### src/cts_pkg.sv
// cts_pkg: constants shared by the cascade trigger synchroniser
// assumes a 125 MHz reference clock and a byte-level serial-bus framer outside
package cts_pkg;
   // clock and time base
   localparam int CLK_PERIOD_NS = 8;
   localparam int US_NS = 1000;
   localparam int US_CYCLES = US_NS / CLK_PERIOD_NS;
   localparam int MS_US = 1000;
   localparam int TRIG_PULSE_US = 10;
   // serial-bus framing
   localparam logic [7:0] FN_WRITE_MULTI = 8'h10;
   localparam logic [15:0] CASCADE_REG_ADDR = 16'h0049;
   localparam logic [15:0] CASCADE_REG_COUNT = 16'h0004;
   localparam logic [7:0] CASCADE_BYTE_COUNT = 8'h08;
   localparam logic [15:0] PIN_REG_ADDR = 16'h0051;
   localparam logic [15:0] PIN_REG_COUNT = 16'h0002;
   localparam logic [7:0] PIN_BYTE_COUNT = 8'h04;
   localparam int HDR_LEN = 7;
   localparam int FRAME_MAX = 17;
   localparam int REPLY_LEN = 8;
   localparam logic [15:0] CRC_INIT = 16'hffff;
   localparam logic [15:0] CRC_POLY = 16'ha001;
   // data byte positions in cascade_settings (little-endian words)
   localparam int CS_ENABLE = 0;
   localparam int CS_ROLE = 1;
   localparam int CS_DELAY_LO = 2;
   localparam int CS_DELAY_HI = 3;
   localparam int CS_CYCLE_LO = 6;
   localparam int CS_CYCLE_HI = 7;
   // data byte positions in shared_pin_settings
   localparam int PS_OUT_FN = 0;
   localparam int PS_IN_FN = 1;
   localparam int PS_POLARITY = 2;
   localparam int PS_DIRECTION = 3;
   // field values
   localparam logic [7:0] ROLE_MASTER = 8'h01;
   localparam logic [7:0] OUT_FN_TRIGGER = 8'h03;
   localparam logic [7:0] IN_FN_TRIGGER = 8'h01;
   localparam logic [7:0] DIR_OUTPUT = 8'h00;
   localparam logic [7:0] DIR_INPUT = 8'h01;
   localparam logic [7:0] POL_LIGHT = 8'h00;
   // reset values
   localparam logic [63:0] CASCADE_RESET = 64'h0;
   localparam logic [31:0] PIN_RESET = 32'h0;

   typedef enum logic [1:0] {CTS_IDLE, CTS_DELAY, CTS_SCAN} cts_slave_t;

   function automatic logic [15:0] cts_crc_byte(input logic [15:0] crc, input logic [7:0] b);
      logic [15:0] c;
      c = crc ^ {8'h00, b};
      for (int i = 0; i < 8; i++) begin
         c = c[0] ? ((c >> 1) ^ CRC_POLY) : (c >> 1);
      end
      return c;
   endfunction : cts_crc_byte
endpackage : cts_pkg

### src/cts_sync.sv
// cts_sync: cascade trigger synchroniser with serial-bus register writes
// assumes rx bytes and the frame-end pulse come from a framer on ref_clk;
// the shared pin and scan_done may be asynchronous
//
// Contract
// [RULE1] cascade triggering runs only while the cascading enable is 1
// [RULE2] role 1 makes this unit master generating the cascade trigger
// [RULE3] role 0 makes this unit slave, scanning only after a trigger
// [RULE4] master repeats its trigger once per master cycle in milliseconds
// [RULE5] configurer sets master cycle to the sum of all unit scan times
// [RULE6] slave waits its trigger-to-scan delay in microseconds before scanning
// [RULE7] configurer sets third unit delay to first plus second scan times
// [RULE8] shared pin is driven when direction is 0, sampled when 1
// [RULE9] switching behaviour 0 selects light-switching polarity, both directions
// [RULE10] output function 3 drives the master trigger onto the shared pin
// [RULE11] input function 1 makes the shared pin the slave scan trigger
// [RULE12] host writes cascade settings at 0x49, four registers, eight bytes
// [RULE13] cascade write answered by station, function, start, count, checksum
// [RULE14] host writes shared-pin settings at 0x51, two registers, four bytes
// [RULE15] pin write answered by station, function, start, count, checksum
// [RULE16] slave runs one delayed scan per trigger edge, ignoring edges meanwhile
`timescale 1ns/1ps
module cts_sync
   import cts_pkg::*;
#(
   parameter logic [7:0] STATION = 8'h01,
   parameter int US_DIV = US_CYCLES,
   parameter int MS_DIV = MS_US
) (
   // clock and reset
   input wire logic ref_clk,
   input wire logic rst_b,
   // serial-bus byte stream in
   input wire logic [7:0] rx_byte,
   input wire logic rx_valid,
   input wire logic rx_end,
   // serial-bus byte stream out
   output logic [7:0] tx_byte,
   output logic tx_valid,
   input wire logic tx_ready,
   // shared digital pin
   input wire logic shared_digital_pin_in,
   output logic shared_digital_pin_out,
   output logic shared_digital_pin_oe,
   // scan control
   output logic scan_start,
   input wire logic scan_done,
   // settings readback
   output logic [63:0] cascade_settings,
   output logic [31:0] shared_pin_settings
);

   ////////////////////////////////////////////////////////////////////////////
   // frame reception
   logic [7:0] frame_mem [FRAME_MAX];
   logic [4:0] rx_cnt_reg;
   logic rx_over_reg;
   logic [15:0] rx_crc_reg;
   logic tx_busy_reg;
   logic [2:0] tx_idx_reg;
   logic [63:0] cascade_reg;
   logic [31:0] pin_reg;

   // frames arriving while a reply is still going out are dropped
   wire rx_take = rx_valid && !tx_busy_reg;
   wire [15:0] f_start = {frame_mem[2], frame_mem[3]};
   wire [15:0] f_count = {frame_mem[4], frame_mem[5]};
   wire hdr_ok = !rx_over_reg && rx_crc_reg == 16'h0000 && frame_mem[0] == STATION
                 && frame_mem[1] == FN_WRITE_MULTI;
   wire wr_cascade = rx_end && !tx_busy_reg && hdr_ok && f_start == CASCADE_REG_ADDR
                     && f_count == CASCADE_REG_COUNT && frame_mem[6] == CASCADE_BYTE_COUNT
                     && rx_cnt_reg == 5'(HDR_LEN + 10); // RULE12
   wire wr_pin = rx_end && !tx_busy_reg && hdr_ok && f_start == PIN_REG_ADDR
                 && f_count == PIN_REG_COUNT && frame_mem[6] == PIN_BYTE_COUNT
                 && rx_cnt_reg == 5'(HDR_LEN + 6); // RULE14

   always_ff @(posedge ref_clk or negedge rst_b) begin
      if (!rst_b) begin
         rx_cnt_reg <= 5'h00;
         rx_over_reg <= 1'b0;
         rx_crc_reg <= CRC_INIT;
      end else if (rx_end) begin
         rx_cnt_reg <= 5'h00;
         rx_over_reg <= 1'b0;
         rx_crc_reg <= CRC_INIT;
      end else if (rx_take) begin
         rx_crc_reg <= cts_crc_byte(rx_crc_reg, rx_byte);
         if (rx_cnt_reg == 5'(FRAME_MAX)) begin
            rx_over_reg <= 1'b1;
         end else begin
            rx_cnt_reg <= rx_cnt_reg + 5'h01;
         end
      end
   end

   always_ff @(posedge ref_clk) begin
      if (rx_take && rx_cnt_reg < 5'(FRAME_MAX)) begin
         frame_mem[rx_cnt_reg] <= rx_byte;
      end
   end

   ////////////////////////////////////////////////////////////////////////////
   // settings registers; data bytes stored in arrival order
   wire [63:0] cascade_next = {frame_mem[14], frame_mem[13], frame_mem[12], frame_mem[11],
                               frame_mem[10], frame_mem[9], frame_mem[8], frame_mem[7]};
   wire [31:0] pin_next = {frame_mem[10], frame_mem[9], frame_mem[8], frame_mem[7]};

   always_ff @(posedge ref_clk or negedge rst_b) begin
      if (!rst_b) begin
         cascade_reg <= CASCADE_RESET;
         pin_reg <= PIN_RESET;
      end else begin
         if (wr_cascade) cascade_reg <= cascade_next; // RULE12
         if (wr_pin) pin_reg <= pin_next; // RULE14
      end
   end

   assign cascade_settings = cascade_reg;
   assign shared_pin_settings = pin_reg;

   ////////////////////////////////////////////////////////////////////////////
   // reply: echo station, function, start, count, then crc low and high
   // whole reply is built at frame end so tx_byte comes straight from a flop
   logic [63:0] rep_reg;
   logic [15:0] rep_crc;
   wire [31:0] rep_regs = wr_cascade ? {CASCADE_REG_ADDR, CASCADE_REG_COUNT}
                                     : {PIN_REG_ADDR, PIN_REG_COUNT};
   wire [47:0] rep_head = {STATION, FN_WRITE_MULTI, rep_regs};

   always_comb begin
      rep_crc = CRC_INIT;
      for (int i = 0; i < REPLY_LEN - 2; i++) begin
         rep_crc = cts_crc_byte(rep_crc, rep_head[47 - 8 * i -: 8]);
      end
   end

   wire tx_fire = tx_busy_reg && tx_ready;
   wire tx_last = tx_idx_reg == 3'(REPLY_LEN - 1);

   always_ff @(posedge ref_clk or negedge rst_b) begin
      if (!rst_b) begin
         tx_busy_reg <= 1'b0;
         tx_idx_reg <= 3'd0;
         rep_reg <= 64'h0;
      end else if (wr_cascade || wr_pin) begin
         tx_busy_reg <= 1'b1; // RULE13 RULE15
         tx_idx_reg <= 3'd0;
         rep_reg <= {rep_head, rep_crc[7:0], rep_crc[15:8]}; // RULE13 RULE15
      end else if (tx_fire) begin
         tx_idx_reg <= tx_last ? 3'd0 : tx_idx_reg + 3'd1;
         rep_reg <= {rep_reg[55:0], 8'h00};
         if (tx_last) tx_busy_reg <= 1'b0;
      end
   end

   assign tx_byte = rep_reg[63:56];
   assign tx_valid = tx_busy_reg;

   ////////////////////////////////////////////////////////////////////////////
   // configuration decode
   wire casc_on = cascade_reg[8*CS_ENABLE +: 8] == 8'h01; // RULE1
   wire is_master = cascade_reg[8*CS_ROLE +: 8] == ROLE_MASTER; // RULE2 RULE3
   wire [15:0] delay_us = {cascade_reg[8*CS_DELAY_HI +: 8], cascade_reg[8*CS_DELAY_LO +: 8]};
   wire [15:0] cycle_ms = {cascade_reg[8*CS_CYCLE_HI +: 8], cascade_reg[8*CS_CYCLE_LO +: 8]};
   wire pin_drive = pin_reg[8*PS_DIRECTION +: 8] == DIR_OUTPUT; // RULE8
   wire pin_sense = pin_reg[8*PS_DIRECTION +: 8] == DIR_INPUT; // RULE8
   wire pin_invert = pin_reg[8*PS_POLARITY +: 8] != POL_LIGHT; // RULE9
   wire master_run = casc_on && is_master;
   wire master_out = master_run && pin_drive
                     && pin_reg[8*PS_OUT_FN +: 8] == OUT_FN_TRIGGER; // RULE10
   wire slave_run = casc_on && !is_master && pin_sense
                    && pin_reg[8*PS_IN_FN +: 8] == IN_FN_TRIGGER; // RULE3 RULE11

   ////////////////////////////////////////////////////////////////////////////
   // microsecond and millisecond time base
   logic [15:0] us_div_reg;
   logic [15:0] ms_div_reg;
   wire us_tick = us_div_reg == 16'(US_DIV - 1);
   wire ms_tick = us_tick && ms_div_reg == 16'(MS_DIV - 1);

   always_ff @(posedge ref_clk or negedge rst_b) begin
      if (!rst_b) begin
         us_div_reg <= 16'h0000;
         ms_div_reg <= 16'h0000;
      end else begin
         us_div_reg <= us_tick ? 16'h0000 : us_div_reg + 16'h0001;
         if (us_tick) ms_div_reg <= (ms_div_reg == 16'(MS_DIV - 1)) ? 16'h0000
                                                                       : ms_div_reg + 16'h0001;
      end
   end

   ////////////////////////////////////////////////////////////////////////////
   // master: one trigger per programmed cycle
   logic [15:0] cyc_cnt_reg;
   logic [15:0] pulse_cnt_reg;
   wire master_fire = master_run && ms_tick && cyc_cnt_reg + 16'h0001 >= cycle_ms; // RULE4

   always_ff @(posedge ref_clk or negedge rst_b) begin
      if (!rst_b) begin
         cyc_cnt_reg <= 16'h0000;
         pulse_cnt_reg <= 16'h0000;
      end else begin
         if (!master_run || master_fire) begin
            cyc_cnt_reg <= 16'h0000;
         end else if (ms_tick) begin
            cyc_cnt_reg <= cyc_cnt_reg + 16'h0001;
         end
         if (master_fire) begin
            pulse_cnt_reg <= 16'(TRIG_PULSE_US);
         end else if (us_tick && pulse_cnt_reg != 16'h0000) begin
            pulse_cnt_reg <= pulse_cnt_reg - 16'h0001;
         end
      end
   end

   ////////////////////////////////////////////////////////////////////////////
   // slave: synchronise pin and scan_done, then delay and scan
   logic pin_meta_reg;
   logic pin_sync_reg;
   logic pin_prev_reg;
   logic done_meta_reg;
   logic done_sync_reg;
   cts_slave_t slave_reg;
   logic [15:0] dly_cnt_reg;
   logic scan_start_reg;
   logic pin_out_reg;
   logic pin_oe_reg;

   wire pin_level = pin_sync_reg ^ pin_invert; // RULE9
   wire trig_edge = pin_level && !pin_prev_reg;

   always_ff @(posedge ref_clk or negedge rst_b) begin
      if (!rst_b) begin
         pin_meta_reg <= 1'b0;
         pin_sync_reg <= 1'b0;
         pin_prev_reg <= 1'b0;
         done_meta_reg <= 1'b0;
         done_sync_reg <= 1'b0;
      end else begin
         pin_meta_reg <= shared_digital_pin_in;
         pin_sync_reg <= pin_meta_reg;
         pin_prev_reg <= pin_level;
         done_meta_reg <= scan_done;
         done_sync_reg <= done_meta_reg;
      end
   end

   always_ff @(posedge ref_clk or negedge rst_b) begin
      if (!rst_b) begin
         slave_reg <= CTS_IDLE;
         dly_cnt_reg <= 16'h0000;
         scan_start_reg <= 1'b0;
      end else begin
         scan_start_reg <= master_fire; // RULE2
         if (!slave_run) begin
            slave_reg <= CTS_IDLE;
         end else begin
            case (slave_reg)
               CTS_IDLE: begin
                  if (trig_edge) begin // RULE3 RULE11
                     dly_cnt_reg <= delay_us;
                     slave_reg <= CTS_DELAY;
                  end
               end
               CTS_DELAY: begin
                  // edges seen here are ignored
                  if (dly_cnt_reg == 16'h0000) begin // RULE6 RULE16
                     scan_start_reg <= 1'b1;
                     slave_reg <= CTS_SCAN;
                  end else if (us_tick) begin
                     dly_cnt_reg <= dly_cnt_reg - 16'h0001;
                  end
               end
               default: begin
                  if (done_sync_reg) slave_reg <= CTS_IDLE; // RULE16
               end
            endcase
         end
      end
   end

   ////////////////////////////////////////////////////////////////////////////
   // shared pin drive
   always_ff @(posedge ref_clk or negedge rst_b) begin
      if (!rst_b) begin
         pin_out_reg <= 1'b0;
         pin_oe_reg <= 1'b0;
      end else begin
         pin_oe_reg <= pin_drive; // RULE8
         pin_out_reg <= (master_out && pulse_cnt_reg != 16'h0000) ^ pin_invert; // RULE9 RULE10
      end
   end

   assign shared_digital_pin_out = pin_out_reg;
   assign shared_digital_pin_oe = pin_oe_reg;
   assign scan_start = scan_start_reg;

endmodule : cts_sync

### config.mk
export PLATFORM = sky130hd
export DESIGN_NAME = cts_sync
export DESIGN_NICKNAME = d
export VERILOG_FILES = /design/src/cts_pkg.sv /design/src/cts_sync.sv
export SDC_FILE = /design/constraint.sdc
export NUM_CORES = 1
export LEC_CHECK = 0
export ABC_AREA = 1
export BUFFER_PORTS_ARGS = -buffer_cell sky130_fd_sc_hd__buf_4
export CORE_AREA = 2 2 178 180
export CTS_CLUSTER_SIZE = 25
export DETAILED_ROUTE_END_ITERATION = 16
export DIE_AREA = 0 0 180 182
export PLACE_DENSITY = 0.73
export SYNTH_ARGS = -nofsm -noshare
export SYNTH_HDL_FRONTEND = slang
export SYNTH_SLANG_ARGS = --single-unit
### constraint.sdc
create_clock -name ref_clk -period 3.15 [get_ports ref_clk]
set_input_delay 0.63 -clock ref_clk [delete_from_list [all_inputs] [get_ports ref_clk]]
set_output_delay 0.63 -clock ref_clk [all_outputs]
set_load 0.005 [all_outputs]
==> impl_metrics.json <==
{
  "routed_wirelength_um": 37700,
  "hpwl_um": 25280,
  "crit_fanout": 6,
  "ys_seq_area_frac": 0.6040,
  "crit_buf_inv": 3,
  "cp_data_arrival_time_ps": 3340,
  "cts_buffers": 41,
  "synth_edf_count": 120,
  "synth_commonest_cells": "nand2_1 (505), dfrtp_1 (244), inv_1 (206)",
  "antenna_found_initial": 0,
  "hold_viol": 0,
  "cap_violations": 0,
  "cts_tree": "yes",
  "status": "completed",
  "grt_max_degree": 82,
  "synthMostInstantiatedCell": "nand2_1",
  "slew_violations": 0,
  "clock-skew-final_ps": 18.43,
  "crit_chain": "ha_2 > nand2_1 > nor2_2 > nand2_2 > nor2_4 > nand4_1 > xor2_2 > inv_1 > ha_1 > nand2_1 > inv_1 > nand3_2 > nor3_4 > nand3_1 > nand3_2 > nand2_2 > buf_4 > nand3_1 > nand2_1",
  "critical_path_class": "flop to flop",
  "power.density_nw_per_um2": 528.6,
  "min_period_ps": 2932,
  "area_growth_pct": 16.73,
  "clkTransAtPathRegs_ps": 60,
  "clockBufferDepth": 3,
  "worst_pin_slew_ps": 847.3,
  "max_stage_delay_ps": 410,
  "layout-drive-gt1-share": 0.1420,
  "yosys_warnings": 0,
  "synth_fp_nets": 1830,
  "antenna_cells": 0,
  "yosysTopAreaCellShare": 0.3641,
  "io_buffers": 122,
  "nets": 1969,
  "ys_types": 50,
  "die_w_um": 180,
  "cp_common_cell": "nand2_1",
  "switchingPower_mw": 2.167,
  "synth_area_leaders": "dfrtp_1 (36%), edfxtp_1 (21%), nand2_1 (11%), inv_1 (4.6%), nor2_1 (3.4%)",
  "synth_top_flop_cell": "dfrtp_1",
  "yosysTopAreaCell": "dfrtp_1",
  "crit_family": "simple AND/OR/NAND/NOR gates",
  "grt_usage": 0.2351,
  "synth-seq-cells": 380,
  "cts_root_buf": "clkbuf_16",
  "final_antenna_net_count": 0,
  "power_mw": 10.35,
  "die_h_um": 182,
  "setup_violations": 0,
  "synthCells": 1787,
  "clk_latency_ps": 530,
  "syn_area_um2": 16770,
  "p_int_mw": 8.180,
  "p_clk_frac": 0.471,
  "grt_pass1_vias": 12260,
  "rows": 65,
  "slowest_stage": "dfrtp_1",
  "dieArea_um2": 32760,
  "design.core.area_um2": 30990,
  "place_congestion": 0.9152,
  "p_seq_frac": 0.501,
  "avgSynthCellArea_um2": 9.384,
  "largest_reg_flops": 120,
  "grt_pass1_wl_um": 62400,
  "ioPinCount": 123,
  "power_frac_comb": 0.029,
  "grt_remaining_overflow": 0,
  "initial_core_util": 0.5412,
  "power_leakage_nw": 9.429,
  "timing.final.crit_share": 0.9308,
  "vias": 12510,
  "async_flop_share": 0.6842,
  "fmaxAchievable_ghz": 0.3411,
  "avgRoutedWirePerCell_um": 15.98,
  "cts_max_level": 2,
  "fin_setup_tns_ps": 0,
  "grt_setup_unrepaired": "false",
  "fill_cells": 2474,
  "slew-limit-headroom": 0.4352,
  "ir_drop_mv": 0.4576,
  "p_sw_frac": 0.2095,
  "critPathRequiredTime_ps": 3560,
  "dr.pass1.iters": 5,
  "via_per_inst": 5.303,
  "startpoint_type": "flop",
  "critPathCaptureType": "flop",
  "drtIter0Drc": 1034,
  "drc": 0,
  "min_path_type": "primary input to asynchronous set/reset pin",
  "clock_sinks": 380
}
==> layout by cell type (no fill, tap or decap), types with 3 or more instances in the layout <==
cell and count:
a21oi_1 61, a22oi_1 9, a31oi_1 3, a32oi_1 4
buf_4 146, bufinv_16 4, clkbuf_1 9, clkbuf_16 43
clkbuf_8 5, clkinv_1 8, clkinv_2 4, clkinvlp_4 3
dfrtp_1 244, dfstp_2 16, edfxtp_1 120, ha_1 27
inv_1 205, inv_2 6, nand2_1 503, nand2_2 4
nand3_1 65, nand3_2 4, nand3b_1 6, nand4_1 25
nor2_1 147, nor2_2 6, nor2_4 3, nor3_1 39
nor3_2 4, nor4_1 20, o21ai_0 90, o21ai_1 39
or2_2 10, xnor2_1 5, xor2_1 40
==> repair_timing <==
item / 4_1_cts / 5_1_grt
setup endpoints to repair: 0 / 33
buffers inserted: 0 / 2
resized for setup: 0 / 18
hold buffers: 0 / 0
==> stage by stage <==
step	util	cell area, µm²	hold WS, ps	cells	setup slack [ps]
2_1_floorplan	-	16770	331.2	1787	440.6
3_3_place_gp	0.5844	18110	340.2	2282	144.2
3_5_place_dp	0.5844	18110	334.7	2282	63.06
4_1_cts	0.6291	19490	68.17	2357	49.26
5_1_grt	0.6317	19580	92.06	2360	9.401
6_report	0.6317	19580	49.60	2360	218.0
==> worst paths after layout <==
kind,from,to,slack (ps),cells past startpoint
setup / recovery,cyc_cnt_reg[0],cyc_cnt_reg[5],220,19
hold / removal,rst_b,dly_cnt_reg[15],50,1
setup reg to reg,cyc_cnt_reg[0],cyc_cnt_reg[5],220,19
hold reg to reg,done_meta_reg,done_sync_reg,370,0
max in group asynchronous,rst_b,pulse_cnt_reg[11],2270,2
min in group ref_clk,shared_digital_pin_in,pin_meta_reg,210,1
==> area by class of cell <==
type	instances	area (µm²)	area share
clock buffers	57	1179	0.06021
clock inverters	18	206.4	0.01055
inverters	214	803.3	0.04104
multi-input cells	1139	5592	0.2857
flip-flops and latches	380	10130	0.5175
well taps	402	503.0	0.02570
repair buffers	150	1162	0.05938
==> cell families (layout without fill, tap and decap cells) <==
logic type                 count (synthesis)  count (layout)  share of synthesized area
DFF                                      380             380                     0.6040
buffers and inverters                    268             439                    0.06625
xor gates and xnor gates                  46              46                    0.02402
adders and majority gates                 28              28                    0.02089
and+or+nand+nor                          847             847                     0.2144
AOI/OAI and AO/OA                        218             218                    0.07036
==> power by group through the flow <==
stage / logic (mW) / clock network (mW) / registers [mW]
after global routing: 0.342 / 5.17 / 5.18
final: 0.296 / 4.87 / 5.18
after floorplan: 0.134 / 0 / 5.27
after detailed placement: 0.302 / 0 / 5.27
after CTS: 0.303 / 4.96 / 5.18
after global placement: 0.296 / 0 / 5.27
==> routing by layer <==
metal  GRT usage  vias up  part of all wire
met5           0        -                 0
met2      0.3830      336              0.47
met3     0.03389       84             0.047
met1      0.3223     6015              0.45
li1            -     6079                 -
met4     0.09106        0             0.035
Power figures use the tool's default switching activity.
